`src/logic/pcb_pkg.sv`:
```
package pcb_pkg;

  // Configuration header offsets (byte addresses)
  localparam logic [7:0] OFS_MEM_WINDOW_BASE = 8'h14;
  localparam logic [7:0] OFS_SUBSYSTEM_IDENTITY = 8'h2c;
  localparam logic [7:0] OFS_BOOT_ROM_WINDOW = 8'h30;
  localparam logic [7:0] OFS_CAPABILITY_LIST_POINTER = 8'h34;

  // Hard reset values
  localparam logic [31:0] RST_MEM_WINDOW_BASE = 32'h0000_0000;
  localparam logic [31:0] RST_SUBSYSTEM_IDENTITY = 32'h0000_0000;
  localparam logic [31:0] RST_BOOT_ROM_WINDOW = 32'h0000_0000;
  localparam logic [31:0] RST_CAPABILITY_LIST_POINTER = 32'h0000_0040;

  // Memory window fields
  localparam int MEM_BASE_LSB = 12;
  localparam int MEM_BASE_W = 20;
  localparam int MEM_OFS_W = 12;
  localparam logic [31:0] MEM_WINDOW_WRITE_MASK = 32'hffff_f000;

  // Boot ROM window fields
  localparam int ROM_BASE_LSB = 16;
  localparam int ROM_BASE_W = 16;
  localparam int ROM_OFS_W = 16;
  localparam int ROM_DECODE_BIT = 0;
  localparam logic [31:0] ROM_WINDOW_WRITE_MASK = 32'hffff_0001;

  // Subsystem identity fields
  localparam int SUB_DEVICE_LSB = 16;
  localparam int SUB_VENDOR_LSB = 0;

  // Capability pointer
  localparam logic [7:0] FIRST_CAPABILITY_OFFSET = 8'h40;

  // Command register memory space enable position
  localparam int CMD_MEM_SPACE_BIT = 1;

endpackage

```
`src/logic/pcb_cfg_regs.sv`:
```
`timescale 1ns/1ps
module pcb_cfg_regs (
  input wire logic clock, // 10 MHz clock
  input wire logic rstn, // Hard reset, synchronous, active low
  input wire logic cfg_read, // Configuration read cycle strobe
  input wire logic cfg_write, // Configuration write cycle strobe
  input wire logic [7:0] cfg_addr, // Configuration header byte offset
  input wire logic [31:0] cfg_wdata, // Configuration write data
  input wire logic [3:0] cfg_be, // Byte enables, active high
  input wire logic [15:0] cmd_reg, // Command register value
  input wire logic cfg_load_enable, // EEPROM configuration loading enabled
  input wire logic sid_load, // EEPROM subsystem identity load strobe
  input wire logic [31:0] sid_load_data, // EEPROM subsystem identity word
  input wire logic mem_req, // Memory space access request
  input wire logic [31:0] mem_addr, // Memory space access address
  output logic [31:0] cfg_rdata, // Configuration read data
  output logic cfg_rvalid, // Read data valid pulse
  output logic cfg_claim, // Offset belongs to this block
  output logic mem_hit_regs, // Access routed to operational registers
  output logic mem_hit_rom, // Access routed to boot ROM
  output logic [11:0] mem_regs_ofs, // Offset within register window
  output logic [15:0] mem_rom_ofs, // Offset within ROM window
  output logic bootrom_decode_on, // Boot ROM decode enable
  output logic [31:0] mem_window_base, // Memory window base register
  output logic [31:0] boot_rom_window, // Boot ROM window register
  output logic [31:0] subsystem_identity // Subsystem identity register
);

  // Byte-lane merge restricted to writable bits
  function automatic logic [31:0] merge_bytes(
    input logic [31:0] old_val,
    input logic [31:0] new_val,
    input logic [3:0] be,
    input logic [31:0] wmask
  );
    logic [31:0] lanes;
    lanes = {{8{be[3]}}, {8{be[2]}}, {8{be[1]}}, {8{be[0]}}};
    merge_bytes = (old_val & ~(lanes & wmask)) | (new_val & lanes & wmask);
  endfunction

  logic [31:0] mem_window_q;
  logic [31:0] mem_window_d;
  logic [31:0] rom_window_q;
  logic [31:0] rom_window_d;
  logic [31:0] sid_q;
  logic [31:0] sid_d;
  logic [31:0] rdata_q;
  logic [31:0] rdata_d;
  logic rvalid_q;
  logic claim_q;
  logic hit_regs_q;
  logic hit_rom_q;
  logic [11:0] regs_ofs_q;
  logic [15:0] rom_ofs_q;

  wire logic sel_mem;
  wire logic sel_sid;
  wire logic sel_rom;
  wire logic sel_cap;
  wire logic sel_any;
  wire logic wr_mem;
  wire logic wr_rom;
  wire logic sid_take;
  wire logic [31:0] mem_window_view;
  wire logic [31:0] rom_window_view;
  wire logic [31:0] cap_view;
  wire logic [31:0] read_mux;
  wire logic dec_hit_regs;
  wire logic dec_hit_rom;
  wire logic [11:0] dec_regs_ofs;
  wire logic [15:0] dec_rom_ofs;

  // Configuration offset decode; offsets are dword aligned
  assign sel_mem = cfg_addr[7:2] == pcb_pkg::OFS_MEM_WINDOW_BASE[7:2];
  assign sel_sid = cfg_addr[7:2] == pcb_pkg::OFS_SUBSYSTEM_IDENTITY[7:2];
  assign sel_rom = cfg_addr[7:2] == pcb_pkg::OFS_BOOT_ROM_WINDOW[7:2];
  assign sel_cap = cfg_addr[7:2] == pcb_pkg::OFS_CAPABILITY_LIST_POINTER[7:2];
  assign sel_any = sel_mem || sel_sid || sel_rom || sel_cap;

  assign wr_mem = cfg_write && sel_mem;
  assign wr_rom = cfg_write && sel_rom;

  // Only base bits and the ROM decode enable bit are stored; size and type bits are forced in the read view
  assign mem_window_d = wr_mem ?
    merge_bytes(mem_window_q, cfg_wdata, cfg_be, pcb_pkg::MEM_WINDOW_WRITE_MASK) : mem_window_q;
  assign rom_window_d = wr_rom ?
    merge_bytes(rom_window_q, cfg_wdata, cfg_be, pcb_pkg::ROM_WINDOW_WRITE_MASK) : rom_window_q;

  // Subsystem identity ignores configuration writes
  assign sid_take = sid_load && cfg_load_enable;
  assign sid_d = sid_take ? sid_load_data : sid_q;

  assign mem_window_view = {mem_window_q[31:pcb_pkg::MEM_BASE_LSB], 8'h00, 1'b0, 2'b00, 1'b0};
  assign rom_window_view = {rom_window_q[31:pcb_pkg::ROM_BASE_LSB], 5'h00, 10'h000,
    rom_window_q[pcb_pkg::ROM_DECODE_BIT]};
  assign cap_view = {24'h00_0000, pcb_pkg::FIRST_CAPABILITY_OFFSET};

  // Unclaimed offsets read zero
  assign read_mux = sel_mem ? mem_window_view :
                    sel_sid ? sid_q :
                    sel_rom ? rom_window_view :
                    sel_cap ? cap_view :
                    32'h0000_0000;
  assign rdata_d = cfg_read ? read_mux : rdata_q;

  pcb_window_decode u_decode (
    .mem_addr(mem_addr),
    .mem_req(mem_req),
    .mem_space_respond(cmd_reg[pcb_pkg::CMD_MEM_SPACE_BIT]),
    .mem_window(mem_window_q),
    .rom_window(rom_window_q),
    .hit_regs(dec_hit_regs),
    .hit_rom(dec_hit_rom),
    .regs_ofs(dec_regs_ofs),
    .rom_ofs(dec_rom_ofs)
  );

  // Only hard reset initialises the header registers
  always_ff @(posedge clock) begin
    if (!rstn) begin
      mem_window_q <= pcb_pkg::RST_MEM_WINDOW_BASE;
      rom_window_q <= pcb_pkg::RST_BOOT_ROM_WINDOW;
      sid_q <= pcb_pkg::RST_SUBSYSTEM_IDENTITY;
    end else begin
      mem_window_q <= mem_window_d;
      rom_window_q <= rom_window_d;
      sid_q <= sid_d;
    end
  end

  always_ff @(posedge clock) begin
    if (!rstn) begin
      rdata_q <= 32'h0000_0000;
      rvalid_q <= 1'b0;
      claim_q <= 1'b0;
    end else begin
      rdata_q <= rdata_d;
      rvalid_q <= cfg_read;
      claim_q <= (cfg_read || cfg_write) && sel_any;
    end
  end

  // Decoder results registered so outputs come from flops
  always_ff @(posedge clock) begin
    if (!rstn) begin
      hit_regs_q <= 1'b0;
      hit_rom_q <= 1'b0;
      regs_ofs_q <= 12'h000;
      rom_ofs_q <= 16'h0000;
    end else begin
      hit_regs_q <= dec_hit_regs;
      hit_rom_q <= dec_hit_rom;
      regs_ofs_q <= dec_regs_ofs;
      rom_ofs_q <= dec_rom_ofs;
    end
  end

  assign cfg_rdata = rdata_q;
  assign cfg_rvalid = rvalid_q;
  assign cfg_claim = claim_q;
  assign mem_hit_regs = hit_regs_q;
  assign mem_hit_rom = hit_rom_q;
  assign mem_regs_ofs = regs_ofs_q;
  assign mem_rom_ofs = rom_ofs_q;
  assign bootrom_decode_on = rom_window_q[pcb_pkg::ROM_DECODE_BIT];
  assign mem_window_base = mem_window_view;
  assign boot_rom_window = rom_window_view;
  assign subsystem_identity = sid_q;

endmodule

```
`src/logic/pcb_window_decode.sv`:
```
`timescale 1ns/1ps
module pcb_window_decode (
  input wire logic [31:0] mem_addr, // Memory space address
  input wire logic mem_req, // Memory access request
  input wire logic mem_space_respond, // Command register memory enable
  input wire logic [31:0] mem_window, // Memory window base register
  input wire logic [31:0] rom_window, // Boot ROM window register
  output logic hit_regs, // Access hits operational registers
  output logic hit_rom, // Access hits boot ROM
  output logic [pcb_pkg::MEM_OFS_W-1:0] regs_ofs, // Offset inside register window
  output logic [pcb_pkg::ROM_OFS_W-1:0] rom_ofs // Offset inside ROM window
);

  wire logic rom_on;
  wire logic mem_match;
  wire logic rom_match;

  assign rom_on = rom_window[pcb_pkg::ROM_DECODE_BIT];

  assign mem_match = mem_addr[31:pcb_pkg::MEM_BASE_LSB] == mem_window[31:pcb_pkg::MEM_BASE_LSB];
  assign rom_match = mem_addr[31:pcb_pkg::ROM_BASE_LSB] == rom_window[31:pcb_pkg::ROM_BASE_LSB];

  // Shared decoder: ROM decode steals the path from the registers
  assign hit_regs = mem_req && mem_space_respond && mem_match && !rom_on;
  assign hit_rom = mem_req && mem_space_respond && rom_on && rom_match;

  assign regs_ofs = mem_addr[pcb_pkg::MEM_OFS_W-1:0];
  assign rom_ofs = mem_addr[pcb_pkg::ROM_OFS_W-1:0];

endmodule

```
`config.mk`:
```
export PLATFORM = sky130hd
export DESIGN_NAME = pcb_cfg_regs
export DESIGN_NICKNAME = d
export VERILOG_FILES = /design/src/logic/pcb_pkg.sv /design/src/logic/pcb_cfg_regs.sv /design/src/logic/pcb_window_decode.sv
export SDC_FILE = /design/constraint.sdc
export NUM_CORES = 1
export LEC_CHECK = 0
export BUFFER_PORTS_ARGS = -buffer_cell sky130_fd_sc_hd__buf_2
export CAP_MARGIN = 25
export CORE_ASPECT_RATIO = 0.5
export CORE_MARGIN = 2
export CORE_UTILIZATION = 46
export DETAILED_ROUTE_END_ITERATION = 16
export HOLD_SLACK_MARGIN = 0.06
export PLACE_DENSITY_LB_ADDON = 0.1
export SYNTH_ARGS = -nofsm -noshare
export SYNTH_HDL_FRONTEND = slang
export SYNTH_HIERARCHICAL = 1
export SYNTH_SLANG_ARGS = --single-unit
```
`constraint.sdc`:
```
create_clock -name clock -period 2.3 [get_ports clock]
set_input_delay 0.46 -clock clock [delete_from_list [all_inputs] [get_ports clock]]
set_output_delay 0.46 -clock clock [all_outputs]
set_load 0.005 [all_outputs]
```
# Word-level counts from Yosys, hierarchy flattened
# Cells that the tools add are included.
# word_totals
input_bits	131
elab_cells	41
out_inout_bits	161
register_bits	160
# op_classes
n_eq_ne	6
n_reduce_logical	14
bitwise_logic	7
muxes	4
# op_table
cell	count
$and A32 B32 Y32	3
$mux W32	3
$not A32 Y32	2
$or A32 B32 Y32	2
$eq A20 B20 Y1	1
$eq A6 B4 Y1 const B	3
$eq A16 B16 Y1	1
$logic_and A1 B1 Y1	9
$mux W7	1
$eq A6 B3 Y1 const B	1
$logic_or A1 B1 Y1	4
$logic_not A1 Y1	1

# Logic depth before layout (Yosys ltp)
# logic_depth
depth_word	5
mapped_depth	6
depth_no_buf	5

# Modules after synthesis
# Netlist, hierarchy kept.
# by_module_without_submodules
module	area_per_inst_um2	instances	seq_area_each_um2	cells_per_inst
pcb_cfg_regs	5104.9	1	2662.6	540
pcb_window_decode	618.1	1	0.0	78

# Worst setup path before layout
# OpenSTA, ideal clock, no wires.
# synth_timing
kind	input to register
from	in cfg_addr[7]
to	reg rdata_q[29] (netlist: cfg_rdata[29])
required_time_ps	2213
cell_stages	6
arrival_ps	1659
setup_ps	87
path_buffers	2
slack_ps	554
cell_sequence	buf_2 -> or3b_4 -> nor3_2 -> buf_4 -> a221oi_1 -> o31ai_1
# synth_via
elab_chain_cells	4
word_cells_on_any_way	6
# synth_rtl
item	line	source
start: declaration	pcb_cfg_regs.sv:7	input wire logic [7:0] cfg_addr,
$eq A6 B4 Y1	pcb_cfg_regs.sv:76	assign sel_rom = cfg_addr[7:2] == pcb_pkg::OFS_BOOT_ROM_WINDOW[7:2];
$mux W32	pcb_cfg_regs.sv:101	sel_rom ? rom_window_view :
$mux W32	pcb_cfg_regs.sv:100	sel_sid ? sid_q :
$mux W32 *	pcb_cfg_regs.sv:99	assign read_mux = sel_mem ? mem_window_view :
end signal: assignment	pcb_cfg_regs.sv:137	rdata_q <= rdata_d;
end: declaration	pcb_cfg_regs.sv:47	logic [31:0] rdata_q;
# Every way passes the cells marked *; elsewhere a longest branch is shown, timed or not.
# A chain may end at the register's enable or synchronous reset.

==> results by group <==
CTS
  – Postcts setup bufs: 0
  – Clk root buf: clkbuf_16
  – Num CTS Buffers: 17
  – CTS Hold Bufs: 0
  – H-Tree Depth: 4
  – Clk_lat worst skew: around 0.40 ns
  – Clk sinks: ~130
  – CTS tree: done
  – CTS Buffer Depth: 2
  – Clock-pin slew on the worst setup and hold paths: 0.06 ns
  – Post_cts resized: 0

Global routing
  – Largest net degree at the start of global routing: 47
  – Global-route track usage on met3: 0.0619
  – Initial antenna violation count: 1
  – GR peak layer: met2
  – Met1 GRT Util: 0.324
  – Grt total ovfl: 0
  – Global-route wire length before repair: ~25 mm
  – GRT Overall Usage: 0.244
  – Grt met2 use: 0.389
  – Vias in the first global route: roughly 4.6k

Worst setup path
  – Worst Setup Start Kind: flop
  – Crit path required time: approximately 2.7 ns
  – Worst setup EP type: flop
  – Critical setup path kind: flop to flop
  – Flop-to-flop setup slack: 0.58 ns
  – Worst Path Max Fanout: 4
  – WP data arrival: about 2 ns

Die
  – Height of the die: roughly 83 microns
  – I/O Pins: 292
  – Die W: approximately 160 microns
  – Area of the core: between 10000 and 15000 sq um
  – Die area: 13400 sq um
  – Initial core utilization: 0.478
  – # rows: 28

Yosys
  – Avg Cell Area, Syn: 9.26 sq um
  – Post-synth EDFFs: 0
  – Synth Instances: 618
  – Post-synth top flop: dfxtp_1
  – Post-synth ARST share: 0
  – Seq/Total Area, Yosys: 0.465
  – Distinct cell type count after synthesis: just over 40
  – Syn. warnings: 6
  – Post-synthesis cell area: around 5700 sq um
  – Yosys reg bits: between 100 and 150

Placed design
  – Hpwl dp: ~12 mm
  – Total placed cells including tap cells: ~970
  – RD Place Congestion: ~0.85
  – Setup WS pre-CTS: 0.321 ns
  – Port Buffers: around 240

STA
  – Worst setup margin: 0.582 ns
  – Final Hold Viols: 0
  – Peak Freq: 582 MHz
  – Final Cycle Share: 0.747
  – Slew margin rel.: 0.508
  – Final TNS setup: 0 ns
  – Min Tclk post-route: between 1.5 and 2 ns
  – RSZ-0062 raised after global routing: no
  – Final setup fails: 0
  – Clk_skew: between 0.006 and 0.007 ns
  – Worst Max-Slew Pin Slew: ~0.74 ns
  – Slew Viols, Final: 0

Drt
  – Vias per cell: a little over 5
  – Wire per inst: around 17 microns
  – Initial DRC count: between 200 and 300
  – Drt drc: 0
  – Drt first pass iters: 5
  – Post-route ant nets: 0
  – Final wirelength: ~17 mm
  – Via count: between 5k and 6k

Worst hold path
  – Type of the most critical hold path: primary input to flop

Pwr
  – Sw frac: 0.237
  – Combinational power share: 0.074
  – Peak supply drop: around 0.45 mV
  – Clk pwr share: 0.501
  – Internal power: 0.00430 W
  – Leak: approximately 3.5 nW
  – Power per standard cell area: about 760 nW/um^2
  – P_sw: ~0.0013 W
  – Reg power frac: 0.425

Layout
  – Fraction of layout cells with a size suffix above 1: 0.356
  – Finished Layout Cells: between 1k and 1.5k
  – Post-layout nets: 954
  – FILL cells: between 1k and 1.5k
  – Area Overhead vs Synth: 29.1%

Job
  – Max-cap violations: 0

Run status
  – Status: finished, final reports clean
[logic make-up after synthesis]
logic type	synth area share
AO/OA/AOI/OAI	0.104
multiplexers	0.0630
XOR/XNOR	0.0551
other	0.000655
AND/OR/NAND/NOR	0.208
buffers and inverters	0.104
flip-flops	0.465
[worst max-delay path, stage by stage, from the launching register on]
cell     delay (ns)
dfxtp_1        0.38
xnor2_1        0.17
nand4_1        0.16
or4_1          0.55
nor4_2         0.22
and2_1         0.17
[per-stage QoR]
step | total power, W | hold WS (ns) | utilization | instance area, sq um
finish | 0.00564 | 0.268 | 0.617 | 7390
global route | 0.00583 | 0.260 | 0.616 | 7390
CTS | 0.00568 | 0.253 | 0.616 | 7390
detailed placement | 0.00286 | 0.459 | 0.565 | 6770
global placement | 0.00285 | 0.453 | 0.565 | 6770
floorplan | 0.00270 | 0.462 | - | 5820
[cell usage in the layout, fill, tap and decap left out, types with 2 or more instances in the layout]
cell type / synthesis / routed
nand4_1: 8 / 8
nand4_2: 2 / 2
bufinv_16: 0 / 3
o31ai_1: 16 / 16
nor4_1: 4 / 4
nand2_1: 71 / 71
nand2b_1: 13 / 13
nor4_4: 2 / 2
clkinvlp_4: 0 / 4
o21ai_0: 4 / 4
nand3b_1: 18 / 18
buf_4: 60 / 17
dfxtp_1: 133 / 133
mux2i_1: 36 / 36
nand3_1: 11 / 11
xnor2_1: 18 / 18
clkinv_4: 0 / 2
and2_1: 31 / 31
a22oi_1: 6 / 6
xor2_1: 18 / 18
conb_1: 1 / 27
inv_6: 0 / 4
a21oi_1: 49 / 49
buf_2: 5 / 236
a221oi_1: 15 / 15
nor2_1: 51 / 51
clkbuf_16: 0 / 17
[layout make-up]
cell class                 instances  area, sq um  area share
sequential                       133         2660       0.360
clock buffer                      19          443      0.0599
tap                              165          206      0.0279
multi-input combinational        415         2560       0.347
inverter                           2         7.51     0.00102
antenna                            1         2.50    0.000339
timing repair buffer             254         1330       0.180
clock inverter                    13          173      0.0234
[cells in the mapped netlist, types with 2 or more instances]
cell type    n  area, sq um
a21oi_1     49          245
a221oi_1    15          131
a22oi_1      6         45.0
and2_1      31          194
buf_2        5         25.0
buf_4       60          450
clkbuf_1    28          105
dfxtp_1    133         2660
mux2i_1     36          360
nand2_1     71          267
nand2b_1    13         81.3
nand3_1     11         55.1
nand3b_1    18          135
nand4_1      8         50.1
nand4_2      2         25.0
nor2_1      51          191
nor4_1       4         25.0
nor4_4       2         42.5
o21ai_0      4         20.0
o31ai_1     16          120
xnor2_1     18          158
xor2_1      18          158
[path summary, 6_finish.rpt]
path,startpoint,depth (start not counted),to
worst max-delay path,flop,5,mem_hit_rom
worst min-delay path,mem_addr[2],2,mem_regs_ofs[2]
worst max register to register,flop,5,mem_hit_rom
worst min register to register,cfg_rdata[2],2,cfg_rdata[2]
[power groups by stage]
| stage | Clock, W | Combinational (W) | Sequential [W] |
|---|---|---|---|
| after floorplan | 0 | 0.000248 | 0.00245 |
| after global placement | 0 | 0.000408 | 0.00245 |
| after detailed placement | 0 | 0.000412 | 0.00245 |
| after CTS | 0.00287 | 0.000414 | 0.00240 |
| after global routing | 0.00297 | 0.000451 | 0.00240 |
| final | 0.00283 | 0.000415 | 0.00240 |
[metal layers]
| layer | part of all wire | vias up |
|---|---|---|
| met5 | 0 | - |
| met4 | 0.017 | 0 |
| met3 | 0.092 | 26 |
| met2 | 0.45 | 239 |
| met1 | 0.44 | 2341 |
| li1 | - | 2449 |
Power figures use the tool's default switching activity.
